--- config.mk ---
export PLATFORM = sky130hd
export DESIGN_NAME = fws_status_bank
export DESIGN_NICKNAME = d
export VERILOG_FILES = /design/src/hdl/fws_pkg.sv /design/src/hdl/fws_cmd_if.sv /design/src/hdl/fws_status_bank.sv /design/src/hdl/fws_serial_port.sv
export VERILOG_INCLUDE_DIRS = /design/src /design/src/hdl
export SDC_FILE = /design/constraint.sdc
export NUM_CORES = 1
export LEC_CHECK = 0
export ABC_AREA = 0
export BUFFER_PORTS_ARGS = -buffer_cell sky130_fd_sc_hd__buf_2
export CORE_ASPECT_RATIO = 0.7
export CORE_UTILIZATION = 60
export DETAILED_ROUTE_END_ITERATION = 16
export PLACE_DENSITY = 0.82
export SLEW_MARGIN = 25
export SYNTH_ARGS = -nofsm -noshare
export SYNTH_HDL_FRONTEND = slang
export SYNTH_SLANG_ARGS = --single-unit
--- constraint.sdc ---
create_clock -name ref_clk -period 5.44 [get_ports ref_clk]
set_clock_uncertainty 0.2 [all_clocks]
set_input_delay 0.272 -clock ref_clk [delete_from_list [all_inputs] [get_ports ref_clk]]
set_output_delay 0.272 -clock ref_clk [all_outputs]
set_load 0.03 [all_outputs]
--- src/hdl/fws_map.svh ---
// register map and field constants for the fault and wake status bank
// How it works
// - second-level shutdown sets bit 2, forces fail-safe
// - first-level shutdown sets thermal bit 1
// - thermal prewarning sets thermal bit 0
// - thermal flags sticky until host clear
// - thermal zero at reset, flags kept through restart
// - previous-state field at bits 7:6 encodes origin
// - failure restart causes record code 01
// - sleep attempt with wake flags pending records 10
// - watchdog failure field counts failures, bits 3:2
// - counter self-clears on trigger or a watchdog stop not due to watchdog
// - configs 2 and 4 freeze counter until trigger
// - config 0 first failure: restart only
// - invalid command sets error bit 1, host-cleared
// - fail output activation sets failure bit 0
// - bus fault field bits 2:1 encodes fault
// - transceiver undervoltage sets bit 0, disables transmitter
// - undervoltage comparator active only in mode one
// - wake register flags bus, timer, three inputs
// - wake from fail-safe also sets source flag
// - wake flags zero at reset, kept through restart
// - one 16-bit command: address, mode, data
// - command bit 7 set reads then clears
`ifndef FWS_MAP_SVH
`define FWS_MAP_SVH
`define FWS_ADDR_THERM   7'h42
`define FWS_ADDR_DEV     7'h43
`define FWS_ADDR_BUS     7'h44
`define FWS_ADDR_WAKE    7'h46
`define FWS_THERM_MASK   8'h07
`define FWS_DEV_MASK     8'hC3
`define FWS_BUS_MASK     8'h07
`define FWS_WAKE_MASK    8'h37
`define FWS_RESET_VALUE  8'h00
`define FWS_PREV_CLEARED 2'h0
`define FWS_PREV_FAILURE 2'h1
`define FWS_PREV_SLEEP   2'h2
`define FWS_WD_NONE      2'h0
`define FWS_WD_ONE       2'h1
`define FWS_WD_TWO       2'h2
`define FWS_CMD_BITS     16
`endif

--- src/hdl/fws_pkg.sv ---
// types for the fault and wake status bank
package fws_pkg;
  typedef enum logic [2:0] {
    FWS_CFG0 = 3'h0,
    FWS_CFG1 = 3'h1,
    FWS_CFG2 = 3'h2,
    FWS_CFG3 = 3'h3,
    FWS_CFG4 = 3'h4
  } fws_cfg_t;
  typedef enum logic [1:0] {
    FWS_BUS_OK     = 2'h0,
    FWS_BUS_TSD    = 2'h1,
    FWS_BUS_TXDOM  = 2'h2,
    FWS_BUS_BUSDOM = 2'h3
  } fws_bus_fault_t;
  typedef enum logic [1:0] {
    FWS_IDLE = 2'h0,
    FWS_BUSY = 2'h1,
    FWS_DONE = 2'h2
  } fws_shift_t;
endpackage

--- src/hdl/fws_cmd_if.sv ---
// carrier between the serial front end and the register bank
`timescale 1ns/100ps
interface fws_cmd_if;
  logic       valid;
  logic [6:0] addr;
  logic       clearReq;
  logic [7:0] readData;
  modport front (output valid, output addr, output clearReq, input readData);
  modport bank  (input valid, input addr, input clearReq, output readData);
endinterface

--- src/hdl/fws_status_bank.sv ---
// sticky fault and wake status registers behind the serial command port
`timescale 1ns/100ps
`include "fws_map.svh"
module fws_status_bank
  import fws_pkg::*;
(
  input  wire logic       ref_clk,
  input  wire logic       rst,
  input  wire logic       softReset,
  input  wire logic       csN,
  input  wire logic       sclkRise,
  input  wire logic       mosi,
  input  wire logic       secondLevelThermalShutdown,
  input  wire logic       firstLevelThermalShutdown,
  input  wire logic       thermalPrewarning,
  input  wire logic       restartFailure,
  input  wire logic       supplyOvervoltage,
  input  wire logic       supplyOvervoltageResetEnable,
  input  wire logic       sleepEntry,
  input  wire logic       sleepWithFlagsPending,
  input  wire logic [2:0] configSetting,
  input  wire logic       watchdogFail,
  input  wire logic       watchdogTriggerOk,
  input  wire logic       watchdogStopped,
  input  wire logic       stopDueToWatchdog,
  input  wire logic       transmitDominantTimeout,
  input  wire logic       busDominantTimeout,
  input  wire logic       busThermalShutdown,
  input  wire logic       transceiverModeOne,
  input  wire logic       transceiverSupplyUndervoltage,
  input  wire logic       busWake,
  input  wire logic       timerWake,
  input  wire logic [2:0] wakeInput,
  input  wire logic       failSafeWake,
  output logic            miso,
  output logic            failSafeRequest,
  output logic            restartRequest,
  output logic            failOutput,
  output logic            transmitterDisable
);
  fws_cmd_if cmd ();
  logic [2:0] thermalFlags;
  logic [1:0] previousStateField;
  logic [1:0] watchdogFailureCounter;
  logic       frozen;
  logic       commandError;
  logic       failureFlag;
  logic [1:0] busFault;
  logic       transceiverUvFlag;
  logic [4:0] wakeFlags;
  logic       invalidCmd;

  fws_serial_port u_port (
    .ref_clk  (ref_clk),
    .rst      (rst),
    .csN      (csN),
    .sclkRise (sclkRise),
    .mosi     (mosi),
    .miso     (miso),
    .cmdError (invalidCmd),
    .cmd      (cmd)
  );

  // clear strobes per register, decoded from the taken command
  function automatic logic hit(input logic [6:0] a, input logic [6:0] ref_a);
    return cmd.valid && cmd.clearReq && (a == ref_a);
  endfunction
  wire clrTherm = hit(cmd.addr, `FWS_ADDR_THERM);
  wire clrDev   = hit(cmd.addr, `FWS_ADDR_DEV);
  wire clrBus   = hit(cmd.addr, `FWS_ADDR_BUS);
  wire clrWake  = hit(cmd.addr, `FWS_ADDR_WAKE);

  // read mux; reserved bits forced to zero by the masks, in the device register by constant zeros
  wire [7:0] thermRead = {5'h00, thermalFlags} & `FWS_THERM_MASK;
  wire [7:0] devRead   = {previousStateField, 2'h0, watchdogFailureCounter,
                          commandError, failureFlag};
  wire [7:0] busRead   = {5'h00, busFault, transceiverUvFlag} & `FWS_BUS_MASK;
  wire [7:0] wakeRead  = {2'h0, wakeFlags[4:3], 1'b0, wakeFlags[2:0]} & `FWS_WAKE_MASK;
  assign cmd.readData = (cmd.addr == `FWS_ADDR_THERM) ? thermRead :
                        (cmd.addr == `FWS_ADDR_DEV)   ? devRead :
                        (cmd.addr == `FWS_ADDR_BUS)   ? busRead :
                        (cmd.addr == `FWS_ADDR_WAKE)  ? wakeRead : `FWS_RESET_VALUE;

  // thermal events; the clear is applied first so a coincident set wins
  wire [2:0] thermSet = {secondLevelThermalShutdown, firstLevelThermalShutdown,
                         thermalPrewarning};
  wire [2:0] next_thermal = (clrTherm ? 3'h0 : thermalFlags) | thermSet;

  // restart cause selection; failure outranks the sleep report
  wire failCause = restartFailure || secondLevelThermalShutdown || watchdogFail ||
                   (supplyOvervoltage && supplyOvervoltageResetEnable);
  wire [1:0] next_prev = failCause ? `FWS_PREV_FAILURE :
                         (sleepEntry || sleepWithFlagsPending) ? `FWS_PREV_SLEEP :
                         clrDev ? `FWS_PREV_CLEARED : previousStateField;

  // watchdog counter: failure threshold depends on configuration
  wire       cfgFreeze   = (configSetting == FWS_CFG2) || (configSetting == FWS_CFG4);
  wire [1:0] failLimit   = (configSetting == FWS_CFG2) ? `FWS_WD_ONE : `FWS_WD_TWO;
  wire       wdStepOk    = watchdogFail && !frozen && (watchdogFailureCounter != `FWS_WD_TWO);
  wire [1:0] countStep   = watchdogFailureCounter + 2'h1;
  wire       countClear  = watchdogTriggerOk || (watchdogStopped && !stopDueToWatchdog);
  wire [1:0] next_count  = countClear ? `FWS_WD_NONE :
                           wdStepOk ? countStep : watchdogFailureCounter;
  // config 0 on a first failure only restarts: no fail output, no flag
  wire       failFire    = wdStepOk && (countStep == failLimit) &&
                           !((configSetting == FWS_CFG0) && (countStep == `FWS_WD_ONE));

  // bus fault: newest event chosen by priority, bus dominant highest
  wire [1:0] busEvent = busDominantTimeout      ? FWS_BUS_BUSDOM :
                        transmitDominantTimeout ? FWS_BUS_TXDOM :
                        busThermalShutdown      ? FWS_BUS_TSD : FWS_BUS_OK;
  wire       uvSeen   = transceiverSupplyUndervoltage && transceiverModeOne;

  // wake sources; fail-safe wake still records its source
  wire [4:0] wakeSet = {busWake, timerWake, wakeInput};

  // soft reset clears everything as power-on does; restart mode keeps flags
  always_ff @(posedge ref_clk) begin
    if (rst || softReset) begin
      thermalFlags           <= 3'h0;
      previousStateField     <= `FWS_PREV_CLEARED;
      watchdogFailureCounter <= `FWS_WD_NONE;
      frozen                 <= 1'b0;
      commandError           <= 1'b0;
      failureFlag            <= 1'b0;
      busFault               <= FWS_BUS_OK;
      transceiverUvFlag      <= 1'b0;
      wakeFlags              <= 5'h00;
      failSafeRequest        <= 1'b0;
      restartRequest         <= 1'b0;
      failOutput             <= 1'b0;
      transmitterDisable     <= 1'b0;
    end else begin
      thermalFlags           <= next_thermal;
      previousStateField     <= next_prev;
      watchdogFailureCounter <= next_count;
      // freeze from the fail-output step until a good trigger; config 4 still reaches two
      frozen <= watchdogTriggerOk ? 1'b0 : (frozen || (failFire && cfgFreeze));
      commandError       <= (commandError && !clrDev) || invalidCmd;
      failureFlag        <= (failureFlag && !clrDev) || failFire;
      failOutput         <= failFire;
      busFault           <= (busEvent != FWS_BUS_OK) ? busEvent :
                            (clrBus ? FWS_BUS_OK : busFault);
      transceiverUvFlag  <= (transceiverUvFlag && !clrBus) || uvSeen;
      transmitterDisable <= uvSeen;
      wakeFlags          <= (clrWake ? 5'h00 : wakeFlags) | wakeSet;
      failSafeRequest    <= secondLevelThermalShutdown;
      restartRequest     <= watchdogFail;
    end
  end

  a_second_level_thermal_shutdown_failsafe: assert property (@(posedge ref_clk) disable iff (rst || softReset)
    !softReset && secondLevelThermalShutdown |=> failSafeRequest && thermalFlags[2])
    else $error("second_level_thermal_shutdown did not force fail-safe");
  a_thermal_sticky: assert property (@(posedge ref_clk) disable iff (rst || softReset)
    !softReset && thermalFlags[1] && !clrTherm |=> thermalFlags[1])
    else $error("thermal flag dropped");
  a_set_beats_clear: assert property (@(posedge ref_clk) disable iff (rst || softReset)
    !softReset && clrWake |=> wakeFlags == $past(wakeSet))
    else $error("wake lost to clear");
  // a fail-safe wake keeps every source flag that came with it
  a_failsafe_wake: assert property (@(posedge ref_clk) disable iff (rst || softReset)
    !softReset && failSafeWake && (wakeSet != 5'h00) |=>
      (wakeFlags & $past(wakeSet)) == $past(wakeSet))
    else $error("fail-safe wake source lost");
  a_cause_failure: assert property (@(posedge ref_clk) disable iff (rst || softReset)
    !softReset && watchdogFail |=> previousStateField == 2'h1)
    else $error("failure code missing");
  a_counter_bound: assert property (@(posedge ref_clk) disable iff (rst || softReset)
    watchdogFailureCounter != 2'h3)
    else $error("counter reached 11");
  a_trigger_clears: assert property (@(posedge ref_clk) disable iff (rst || softReset)
    watchdogTriggerOk |=> watchdogFailureCounter == 2'h0 && !frozen)
    else $error("trigger did not clear");
  a_uv_gated: assert property (@(posedge ref_clk) disable iff (rst || softReset)
    !transceiverModeOne && !transceiverUvFlag |=> !transceiverUvFlag)
    else $error("uv set outside mode one");
  a_cfg0_quiet: assert property (@(posedge ref_clk) disable iff (rst || softReset)
    configSetting == 3'h0 && watchdogFailureCounter == 2'h0 |=> !failOutput)
    else $error("cfg0 first failure fired");
  a_error_flag: assert property (@(posedge ref_clk) disable iff (rst || softReset)
    !softReset && invalidCmd |=> commandError ##1 commandError)
    else $error("command error not kept");
endmodule // fws_status_bank

--- src/hdl/fws_serial_port.sv ---
// 16-bit serial command shifter and reply path
`timescale 1ns/100ps
`include "fws_map.svh"
module fws_serial_port
  import fws_pkg::*;
(
  input  wire logic ref_clk,
  input  wire logic rst,
  input  wire logic csN,
  input  wire logic sclkRise,
  input  wire logic mosi,
  output logic      miso,
  output logic      cmdError,
  fws_cmd_if.front  cmd
);
  logic [4:0]  bitCount;
  logic [15:0] shiftIn;
  logic [7:0]  shiftOut;
  logic        csLast;
  fws_shift_t  state;
  wire  frameEnd = csN && !csLast;
  wire  frameOk  = (bitCount == 5'(`FWS_CMD_BITS));

  // shift while selected; frame is judged on deselect, first bit is bit 0
  always_ff @(posedge ref_clk) begin
    if (rst) begin
      bitCount <= 5'h00;
      shiftIn  <= 16'h0000;
      shiftOut <= 8'h00;
      csLast   <= 1'b1;
      state    <= FWS_IDLE;
      miso     <= 1'b0;
      cmdError <= 1'b0;
      cmd.valid    <= 1'b0;
      cmd.addr     <= 7'h00;
      cmd.clearReq <= 1'b0;
    end else begin
      csLast    <= csN;
      cmd.valid <= 1'b0;
      cmdError  <= 1'b0;
      case (state)
        FWS_IDLE: begin
          bitCount <= 5'h00;
          if (!csN) state <= FWS_BUSY;
        end
        FWS_BUSY: begin
          if (sclkRise && !csN) begin
            shiftIn  <= {mosi, shiftIn[15:1]};
            bitCount <= (bitCount == 5'h1F) ? bitCount : bitCount + 5'h01;
            // address goes out at the seventh bit, so the reply is this frame's register
            if (bitCount == 5'h06) cmd.addr <= {mosi, shiftIn[15:10]};
            // after the address byte, reply with the addressed register
            if (bitCount == 5'h07) shiftOut <= cmd.readData;
            else if (bitCount > 5'h07) begin
              miso     <= shiftOut[0];
              shiftOut <= {1'b0, shiftOut[7:1]};
            end
          end
          if (frameEnd) state <= FWS_DONE;
        end
        FWS_DONE: begin
          // wrong length frames are invalid commands
          cmd.valid    <= frameOk;
          cmd.addr     <= shiftIn[6:0];
          cmd.clearReq <= shiftIn[7];
          cmdError     <= !frameOk;
          state        <= FWS_IDLE;
        end
        default: state <= FWS_IDLE;
      endcase
    end
  end
  // a clean frame is 16 clocks
  a_frame_length: assert property (@(posedge ref_clk) disable iff (rst)
    cmd.valid |-> $past(bitCount, 2) == 5'd16) else $error("bad frame length");
endmodule // fws_serial_port

==> results.py, run 1 <==
metrics = {
    "route": {
        "final_antenna_net_count": 0,
        "vias": 2425,
        "wl_per_cell_um": 14.10,
        "drc_errors": 0,
        "first_pass_iters": 4,
        "routed_via_density": 5.666,
        "routed_wl_mm": 6.036,
        "first_iter_violations": 200,
    },
    "floorplanning": {
        "initial_core_util_pct": 63.43,
        "dieArea_um2": 4910,
        "ios": 37,
        "die_w_um": 83.33,
        "dieHeight_um": 58.93,
        "std_cell_rows": 20,
        "core_area_um2": 4379,
    },
    "synthesis": {
        "synthTopCellsByArea": "dfxtp_1, nand2_1, nor2_1, a21oi_1, a211oi_1",
        "yosys.cell_types.count": 41,
        "syn-cell-area_um2": 2778,
        "synthFlopType": "dfxtp_1",
        "yosysTopAreaCellShare_pct": 46.85,
        "syn_avg_cell_area_um2": 8.547,
        "yosysMostFrequentCell": "dfxtp_1",
        "synth_seq_area_share_pct": 46.85,
        "netlist_top_cells_count": "dfxtp_1, nand2_1, nor2_1, a21oi_1, a211oi_1",
        "synth_edf_count": 0,
        "synth_cells": 325,
        "synthArstFlopShare_pct": 0,
        "yosys_warnings": 0,
        "syn-num-nets": 363,
        "synth_seq_cells": 65,
        "synth_largest_area_cell": "dfxtp_1",
    },
    "flow_run": {
        "maxCapViolCount": 0,
    },
    "cts": {
        "post_cts_buffers": 0,
        "clk_pin_slew_ns": 0.07,
        "cts_root_buf": "clkbuf_8",
        "htreeDepth": 3,
        "cts_buffers": 9,
        "tritoncts": "done",
        "cts.sinks": 65,
        "clock_path_buffers": 2,
        "clk_latency_ns": 0.34,
    },
    "final_layout": {
        "nets": 406,
        "layout.cells.non_filler": 428,
        "multi_input_area_um2": 1366,
        "area_delta_synth_final_pct": 20.27,
        "final_layout_size_suffix_gt1_share_pct": 16.09,
        "antennaDiodeCount": 0,
        "seq_area_um2": 1301,
        "fill_cells": 309,
    },
    "global_routing": {
        "grt_max_degree": 45,
        "overflow": 0,
        "grt_pass1_wl_mm": 10.03,
        "track_usage_pct": 26.66,
        "first_global_vias": 2233,
        "antenna_found_initial": 0,
    },
    "place": {
        "dp.cells": 394,
        "gp_congestion": 0.8666,
        "hpwl_mm": 4.035,
        "io_buffers": 35,
    },
    "timing": {
        "finalSetupViolCount": 0,
        "slew_headroom_pct": 35.16,
        "clock.fmax_mhz": 311.5,
        "grt_setup_unrepaired": "no",
        "finalHoldViolCount": 0,
        "worstMarginPinSlew_ns": 0.9727,
        "setup_tns_ns": 0,
        "timing.final.crit_share_pct": 59.01,
        "period_minus_slack_ns": 3.210,
        "finalMaxSlewViolations": 0,
    },
    "worst_hold_path": {
        "hp-class": "in -> reg",
    },
    "critical_path": {
        "cp_max_fo": 20,
        "startpoint_type": "input pin",
        "crit_path_end_kind": "flip-flop",
        "path_class": "in -> reg",
        "crit_arrival_ns": 3.26,
        "cp.required_ns": 5.49,
    },
    "power_and_ir_drop": {
        "power_density_nw_per_um2": 288.1,
        "ir_worst_vdd_v": 0.0002424,
        "finalPower_w": 0.0009625,
        "p_leak_nw": 1.221,
    },
    "outcome": {
        "outcome": "finished clean",
    },
}
==> cell type report <==
type                            instances  share of cell area (%)
Inverter                               10                   1.124
Sequential cell                        65                   38.95
Multi-Input combinational cell        228                   40.90
Timing Repair Buffer                   54                   10.86
Clock inverter                          6                   1.985
Tap cell                               55                   2.060
Clock buffer                           10                   4.120
==> power by group <==
part	switching [W]	internal, W	leakage, nW	total [W]
registers	0.00000627	0.000484	0.527	0.000490
clock network	0.000189	0.000224	0.0949	0.000414
logic	0.0000304	0.0000286	0.599	0.0000590
==> kinds of logic after synthesis <==
kind of cell / synth area share, %
buffers and inverters: 4.595
DFF: 46.85
AOI/OAI and AO/OA: 18.29
adders and majority gates: 2.703
muxes: 4.324
xor gates and xnor gates: 1.261
and+or+nand+nor: 21.98
==> through the flow <==
| step | worst slack (ns) | hold WS [ns] | instance area (µm²) | utilization, % |
|---|---|---|---|---|
| 6_report | 2.230 | 0.01186 | 3341 | 76.29 |
| 5_1_grt | 1.953 | 0.02673 | 3341 | 76.29 |
| 4_1_cts | 2.277 | 0.008102 | 3341 | 76.29 |
| 3_5_place_dp | 2.454 | 0.2102 | 2957 | 67.51 |
| 3_3_place_gp | 2.349 | 0.2066 | 2945 | 67.26 |
| 2_1_floorplan | 3.278 | 0.1710 | 2778 | - |
==> per-layer routing <==
metal / share of wire (%) / vias to the layer above / GRT usage [%]
li1: - / 1222 / -
met1: 47 / 1138 / 34.75
met2: 45 / 55 / 42.86
met3: 6.2 / 10 / 7.714
met4: 1.7 / 0 / 9.852
met5: 0 / - / 0
==> sequential cells by signal, indices dropped and copies added, names as in the netlist, 2 cells and up <==
| name | cells |
|---|---|
| busFault | 2 |
| previousStateField | 2 |
| thermalFlags | 3 |
| u_port.bitCount | 5 |
| u_port.cmd.addr | 7 |
| u_port.shiftIn | 16 |
| u_port.shiftOut | 8 |
| u_port.state | 2 |
| wakeFlags | 5 |
| watchdogFailureCounter | 2 |
==> cells in the final DEF (no fill, tap or decap), types with 3 or more instances in the layout <==
master         count
buf_2             35
o21ai_0            5
a211oi_1          19
and2_1             3
clkinvlp_4         3
nand3_1            6
a22oi_1            4
clkbuf_8          10
nand2_1           48
nor3_1             4
ha_1               6
a222oi_1           3
nor4_1             4
inv_1             10
or4_1              3
mux2i_1           12
a21oi_1           32
nor2_1            45
dlygate4sd3_1     18
nand2b_1           4
dfxtp_1           65
xnor2_1            4
==> what timing repair did <==
action,in CTS,in global routing
hold buffers,18,0
gates resized for setup,0,0
endpoints found under the hold margin,18,0
==> critical path, stage by stage <==
cell and delay [ns]:
dlygate4sd3_1 0.54, buf_2 0.16, nand4bb_1 0.84, a311oi_2 1.10, nor2_1 0.10, a211oi_1 0.25
==> path summary, 6_finish.rpt <==
path	from	to	slack, ns	depth (start not counted)
min reg2reg	u_port.csLast	u_port.state[1]	0.22	1
max	csN	u_port.shiftOut[1]	2.23	6
min	watchdogTriggerOk	frozen	0.01	3
max reg2reg	u_port.state[0]	u_port.shiftOut[1]	2.43	4
Note: power is estimated with default switching activity, not from simulation.
==> run 2, diff against run 1 <==
CORE_UTILIZATION = 57   (was 60)
PLACE_DENSITY = 0.78   (was 0.82)
clock period = 3 ns   (was 5.44 ns; I/O delays follow)
==> run 2 against run 1 <==
Final area up 2.6%. Sequential power up 82%. Sequential cell count unchanged. Die area up 5.1%. Global-route usage up 0.50 points. Routed wire length up 5.8%. Via count up 2.0%. Non-clock buffer count up 14. Utilization down 0.20 points. Register-to-register slack worse by 2.2 ns. First-iteration DRC count up 7.5%. Power up 73%. Critical path type is now reg -> reg.
==> results.py, run 2 (synthesis results as in run 1) <==
metrics = {
    "outcome": {
        "outcome": "finished clean",
    },
    "timing": {
        "clock.fmax_mhz": 355.0,
        "finalMaxSlewViolations": 0,
        "finalHoldViolCount": 0,
        "grt_setup_unrepaired": "no",
        "setup_tns_ns": 0,
        "timing.final.crit_share_pct": 93.90,
        "slew_headroom_pct": 49.64,
        "worstMarginPinSlew_ns": 0.7485,
        "finalSetupViolCount": 0,
        "period_minus_slack_ns": 2.817,
    },
    "power_and_ir_drop": {
        "swShare_pct": 23.17,
        "p_leak_nw": 1.290,
        "p_comb_share_pct": 7.0,
        "p_clk_share_pct": 39.5,
        "ir_worst_vdd_v": 0.0003146,
        "power_density_nw_per_um2": 485.3,
        "switchingPower_w": 0.0003853,
        "internal-power_w": 0.001278,
        "p_seq_share_pct": 53.5,
    },
    "floorplanning": {
        "dieArea_um2": 5161,
        "std_cell_rows": 20,
        "ios": 37,
        "initial_core_util_pct": 61.67,
        "core_area_um2": 4504,
        "die_w_um": 85.44,
        "dieHeight_um": 60.41,
    },
    "worst_hold_path": {
        "hp-class": "in -> reg",
        "hold_depth": 3,
        "min_to": "failSafeRequest",
        "min_from": "softReset",
    },
    "critical_path": {
        "startpoint_type": "flip-flop",
        "critPathSlowestCell": "or4b_1",
        "crit_arrival_ns": 2.84,
        "r2r_cells": 5,
        "path_cells": "or4b_1 > or4_4 > a311oi_2 > dlygate4sd3_1 > nor2_1",
        "path_class": "reg -> reg",
        "regToRegEndpoint": "busFault[1]",
        "rr_startpoint": "u_port.cmd.addr[3]",
        "cp.required_ns": 3.03,
        "cpPeakStageDelay_ns": 0.69,
        "crit_path_end_kind": "flip-flop",
        "cp_max_fo": 10,
        "worst-r2r-setup-slack_ns": 0.18,
    },
    "final_layout": {
        "fin_util_pct": 76.08,
        "antennaDiodeCount": 0,
        "nets": 420,
        "final_layout_size_suffix_gt1_share_pct": 16.28,
        "most-common-layout-cells": "dfxtp_1, nand2_1, nor2_1, buf_2, a21oi_1",
        "final_common_cell": "dfxtp_1",
        "reg_top3": "u_port.shiftIn (16), u_port.shiftOut (8), u_port.cmd.addr (7)",
        "regMostFlops": "u_port.shiftIn",
        "area_delta_synth_final_pct": 23.38,
        "largest_reg_flops": 16,
    },
    "place": {
        "io_buffers": 35,
        "hpwl_mm": 3.941,
        "gp_congestion": 0.8472,
    },
    "global_routing": {
        "overflow": 0,
        "antenna_found_initial": 0,
        "first_global_vias": 2183,
        "track_usage_pct": 27.17,
        "grt_max_degree": 44,
        "grt_pass1_wl_mm": 10.44,
    },
    "cts": {
        "clock_path_buffers": 2,
        "post_cts_buffers": 0,
        "clk_latency_ns": 0.34,
        "cts_buffers": 9,
        "cts.sinks": 65,
        "clk_pin_slew_ns": 0.07,
        "tritoncts": "done",
        "htreeDepth": 3,
        "cts_root_buf": "clkbuf_8",
    },
    "route": {
        "first_iter_violations": 215,
        "drc_errors": 0,
        "first_pass_iters": 6,
        "routed_wl_mm": 6.384,
        "final_antenna_net_count": 0,
        "wl_per_cell_um": 14.44,
        "routed_via_density": 5.595,
        "vias": 2473,
    },
    "flow_run": {
        "maxCapViolCount": 0,
    },
}
run 2: cell count changes in the layout (fill, tap and decap cells not counted):
cell	change
buf_4	+5
inv_6	-1
clkbuf_1	+2
o41ai_2	+1
dlygate4sd3_1	+9
clkinvlp_4	-3
bufinv_16	-1
clkbuf_8	+1
o41ai_4	-1
clkinv_2	+2
run 2: worst max-delay path by stage:
stage | slack [ns] | to | cells past startpoint | startpoint
6_report | 0.18 | busFault[1] | 5 | u_port.cmd.addr[3]
5_1_grt | 0.08 | busFault[1] | 5 | u_port.cmd.addr[3]
4_1_cts | 0.24 | busFault[1] | 5 | u_port.cmd.addr[3]
3_5_place_dp | 0.69 | u_port.shiftOut[6] | 4 | u_port.cmd.addr[3]
3_3_place_gp | 0.75 | u_port.bitCount[2] | 7 | u_port.bitCount[0]
2_1_floorplan | 0.84 | u_port.bitCount[2] | 7 | u_port.bitCount[0]
run 2: through the flow:
| step | area [µm²] | power [W] | hold slack [ns] | worst slack (ns) | std cells |
|---|---|---|---|---|---|
| after detailed placement | 2983 | 0.0009969 | 0.1645 | 0.6928 | 399 |
| after floorplan | 2778 | 0.0009586 | 0.04899 | 0.8381 | 325 |
| after global placement | 2983 | 0.0009941 | 0.1540 | 0.7545 | 399 |
| after global routing | 3427 | 0.001733 | 0.01604 | 0.08115 | 442 |
| after CTS | 3427 | 0.001671 | 0.006439 | 0.2355 | 442 |
| final | 3427 | 0.001663 | 0.009886 | 0.1829 | 442 |
run 2: layer usage:
| layer | wire (µm) | vias up | GRT usage (%) | share of wire (%) |
|---|---|---|---|---|
| met5 | 0 | - | 0 | 0 |
| met2 | 2740 | 66 | 39.89 | 43 |
| met3 | 382 | 7 | 9.660 | 6.0 |
| met4 | 76 | 0 | 8.810 | 1.2 |
| li1 | - | 1256 | - | - |
| met1 | 3184 | 1144 | 37.77 | 50 |
run 2: worst max-delay path, delay by kind of cell, from the launching register on:
kind / cells / cell delay, ns
DFF: 1 / 0.31
AOI/OAI and AO/OA: 1 / 0.29
and+or+nand+nor: 3 / 1.30
buffers and inverters: 1 / 0.59
run 2: what timing repair did:
action	in CTS	in global routing
hold buffers	27	0
resized for setup	0	0
hold endpoints to repair	24	0
run 2: final cells by class:
cell class                      count  area [µm²]
Multi-Input combinational cell    228        1355
Sequential cell                    65        1301
Fill cell                         345        1077
Timing Repair Buffer               68       490.5
Clock buffer                       13       158.9
Tap cell                           55       68.82
Inverter                           10       37.54
Clock inverter                      3       15.01
run 2: power groups by stage:
stage	registers [W]	logic, W	clock network (W)
finish	0.000890	0.000116	0.000657
global route	0.000890	0.000127	0.000716
CTS	0.000889	0.000113	0.000669
detailed placement	0.000908	0.0000885	0
global placement	0.000908	0.0000862	0
floorplan	0.000906	0.0000527	0
==> run 3, diff against run 2 <==
clock period = 2.84 ns   (was 3 ns; I/O delays follow)
==> run 3 against run 2 <==
Routed wire length fell by 0.88%. Hold slack improved by 0.069 ns. Power rose by 2.7%. Utilization barely moved. Via count rose by 0.77%. Count of clock-buffer cells in the layout fell by 1. Critical path depth did not move. Clock power fell by 2%. Sequential share of layout area barely moved. Non-clock buffer count rose by 2. Sequential power rose by 5.6%. Highest routed layer unchanged.
==> results.py, run 3 (synthesis results as in run 1) <==
metrics = {
    "route": {
        "vias": 2492,
        "first_iter_violations": 163,
        "first_pass_iters": 5,
        "routed_via_density": 5.613,
        "routed_wl_mm": 6.328,
        "drc_errors": 0,
        "wl_per_cell_um": 14.25,
        "final_antenna_net_count": 0,
    },
    "critical_path": {
        "regToRegEndpoint": "busFault[1]",
        "critPathLaunch": "u_port.cmd.addr[3]",
        "path_class": "reg -> reg",
        "path_cells": "or4b_1 > or4_4 > a311oi_2 > dlygate4sd3_1 > nor2_1",
        "startpoint_type": "flip-flop",
        "crit_path_end_kind": "flip-flop",
        "cp.required_ns": 2.86,
        "cp-endpoint": "busFault[1]",
        "r2r_cells": 5,
        "rr_startpoint": "u_port.cmd.addr[3]",
        "cpPeakStageDelay_ns": 0.69,
        "critPathSlowestCell": "or4b_1",
        "crit_arrival_ns": 2.79,
        "cp_max_fo": 10,
        "worst-r2r-setup-slack_ns": 0.07,
    },
    "worst_hold_path": {
        "hp-class": "in -> reg",
    },
    "final_layout": {
        "area_delta_synth_final_pct": 23.33,
        "most-common-layout-cells": "dfxtp_1, nand2_1, nor2_1, buf_2, a21oi_1",
        "nets": 422,
        "regMostFlops": "u_port.shiftIn",
        "reg_top3": "u_port.shiftIn (16), u_port.shiftOut (8), u_port.cmd.addr (7)",
        "final_common_cell": "dfxtp_1",
        "final_layout_size_suffix_gt1_share_pct": 16.20,
        "antennaDiodeCount": 0,
        "fin_util_pct": 76.06,
        "largest_reg_flops": 16,
    },
    "global_routing": {
        "grt_pass1_wl_mm": 10.58,
        "antenna_found_initial": 0,
        "track_usage_pct": 27.55,
        "grt_max_degree": 44,
        "overflow": 0,
        "first_global_vias": 2308,
    },
    "timing": {
        "worstMarginPinSlew_ns": 0.7171,
        "timing.final.crit_share_pct": 97.57,
        "grt_setup_unrepaired": "no",
        "finalHoldViolCount": 0,
        "slew_headroom_pct": 52.09,
        "setup_tns_ns": 0,
        "finalSetupViolCount": 0,
        "period_minus_slack_ns": 2.771,
        "holdWs_ns": 0.07856,
        "finalMaxSlewViolations": 0,
        "clock.fmax_mhz": 360.9,
    },
    "power_and_ir_drop": {
        "finalPower_w": 0.001708,
        "ir_worst_vdd_v": 0.0003819,
        "p_leak_nw": 1.291,
        "power_density_nw_per_um2": 498.7,
    },
    "flow_run": {
        "maxCapViolCount": 0,
    },
    "cts": {
        "clk_pin_slew_ns": 0.07,
        "clock_path_buffers": 2,
        "cts_resized": 0,
        "cts_buffers": 9,
        "cts_root_buf": "clkbuf_8",
        "clk_latency_ns": 0.35,
        "htreeDepth": 3,
        "tritoncts": "done",
        "cts.sinks": 65,
    },
    "floorplanning": {
        "std_cell_rows": 20,
        "ios": 37,
        "dieArea_um2": 5161,
        "dieHeight_um": 60.41,
        "core_area_um2": 4504,
        "initial_core_util_pct": 61.67,
        "die_w_um": 85.44,
    },
    "place": {
        "io_buffers": 35,
        "gp_congestion": 0.8562,
        "hpwl_mm": 3.929,
    },
    "outcome": {
        "outcome": "finished clean",
    },
}
[run 3: cell types whose count changed in the layout (fill, tap and decap cells not counted)]
| cell | delta |
|---|---|
| clkbuf_8 | -2 |
| dlygate4sd3_1 | +1 |
| clkbuf_1 | +1 |
| buf_4 | +1 |
| clkinv_2 | +1 |
[run 3: worst min-delay path by stage]
stage                                 from               to  slack [ns]  cells past startpoint
final                     configSetting[1]       failOutput        0.08                      4
after global routing      configSetting[1]       failOutput        0.11                      4
after CTS                 configSetting[1]       failOutput        0.06                      4
after detailed placement         timerWake     wakeFlags[3]        0.15                      3
after global placement        wakeInput[0]     wakeFlags[0]        0.15                      3
after floorplan                        csN  u_port.state[0]        0.04                      1
[run 3: report_power, final]
group	internal, W	leakage, nW	switching [W]	total, W
sequential	0.000927	0.527	0.0000128	0.000940
clock	0.000311	0.0839	0.000334	0.000645
combinational	0.0000629	0.680	0.0000609	0.000124
[run 3: worst max-delay path, delay by kind of cell (launching register included)]
family	cells	cell delay, ns
DFF	1	0.32
AOI/OAI and AO/OA	1	0.26
and+or+nand+nor	3	1.30
buffers and inverters	1	0.58
[run 3: repair_timing]
item	CTS	global route
endpoints found under the hold margin	24	0
buffers inserted	0	0
hold buffers	28	0
[run 3: per-layer routing]
layer | GRT usage (%) | share of wire [%] | vias up
li1 | - | - | 1248
met2 | 41.71 | 44 | 80
met5 | 0 | 0 | -
met1 | 35.86 | 47 | 1153
met4 | 7.857 | 1.3 | 0
met3 | 12.79 | 7.6 | 11
[run 3: through the flow]
step / setup slack [ns] / area (µm²) / instances
final: 0.06901 / 3426 / 444
after global routing: 0.005685 / 3426 / 444
after CTS: 0.07743 / 3426 / 444
after detailed placement: 0.5624 / 2990 / 400
after global placement: 0.5947 / 2990 / 400
after floorplan: 0.6781 / 2778 / 325
[run 3: cell type report]
type                    instances  area, µm²
repair buffers                 70      508.0
inverters                      10      37.54
clock buffers                  12      135.1
fillers                       327       1079
clock inverters                 4      20.02
multi-input cells             228       1355
well taps                      55      68.82
flip-flops and latches         65       1301
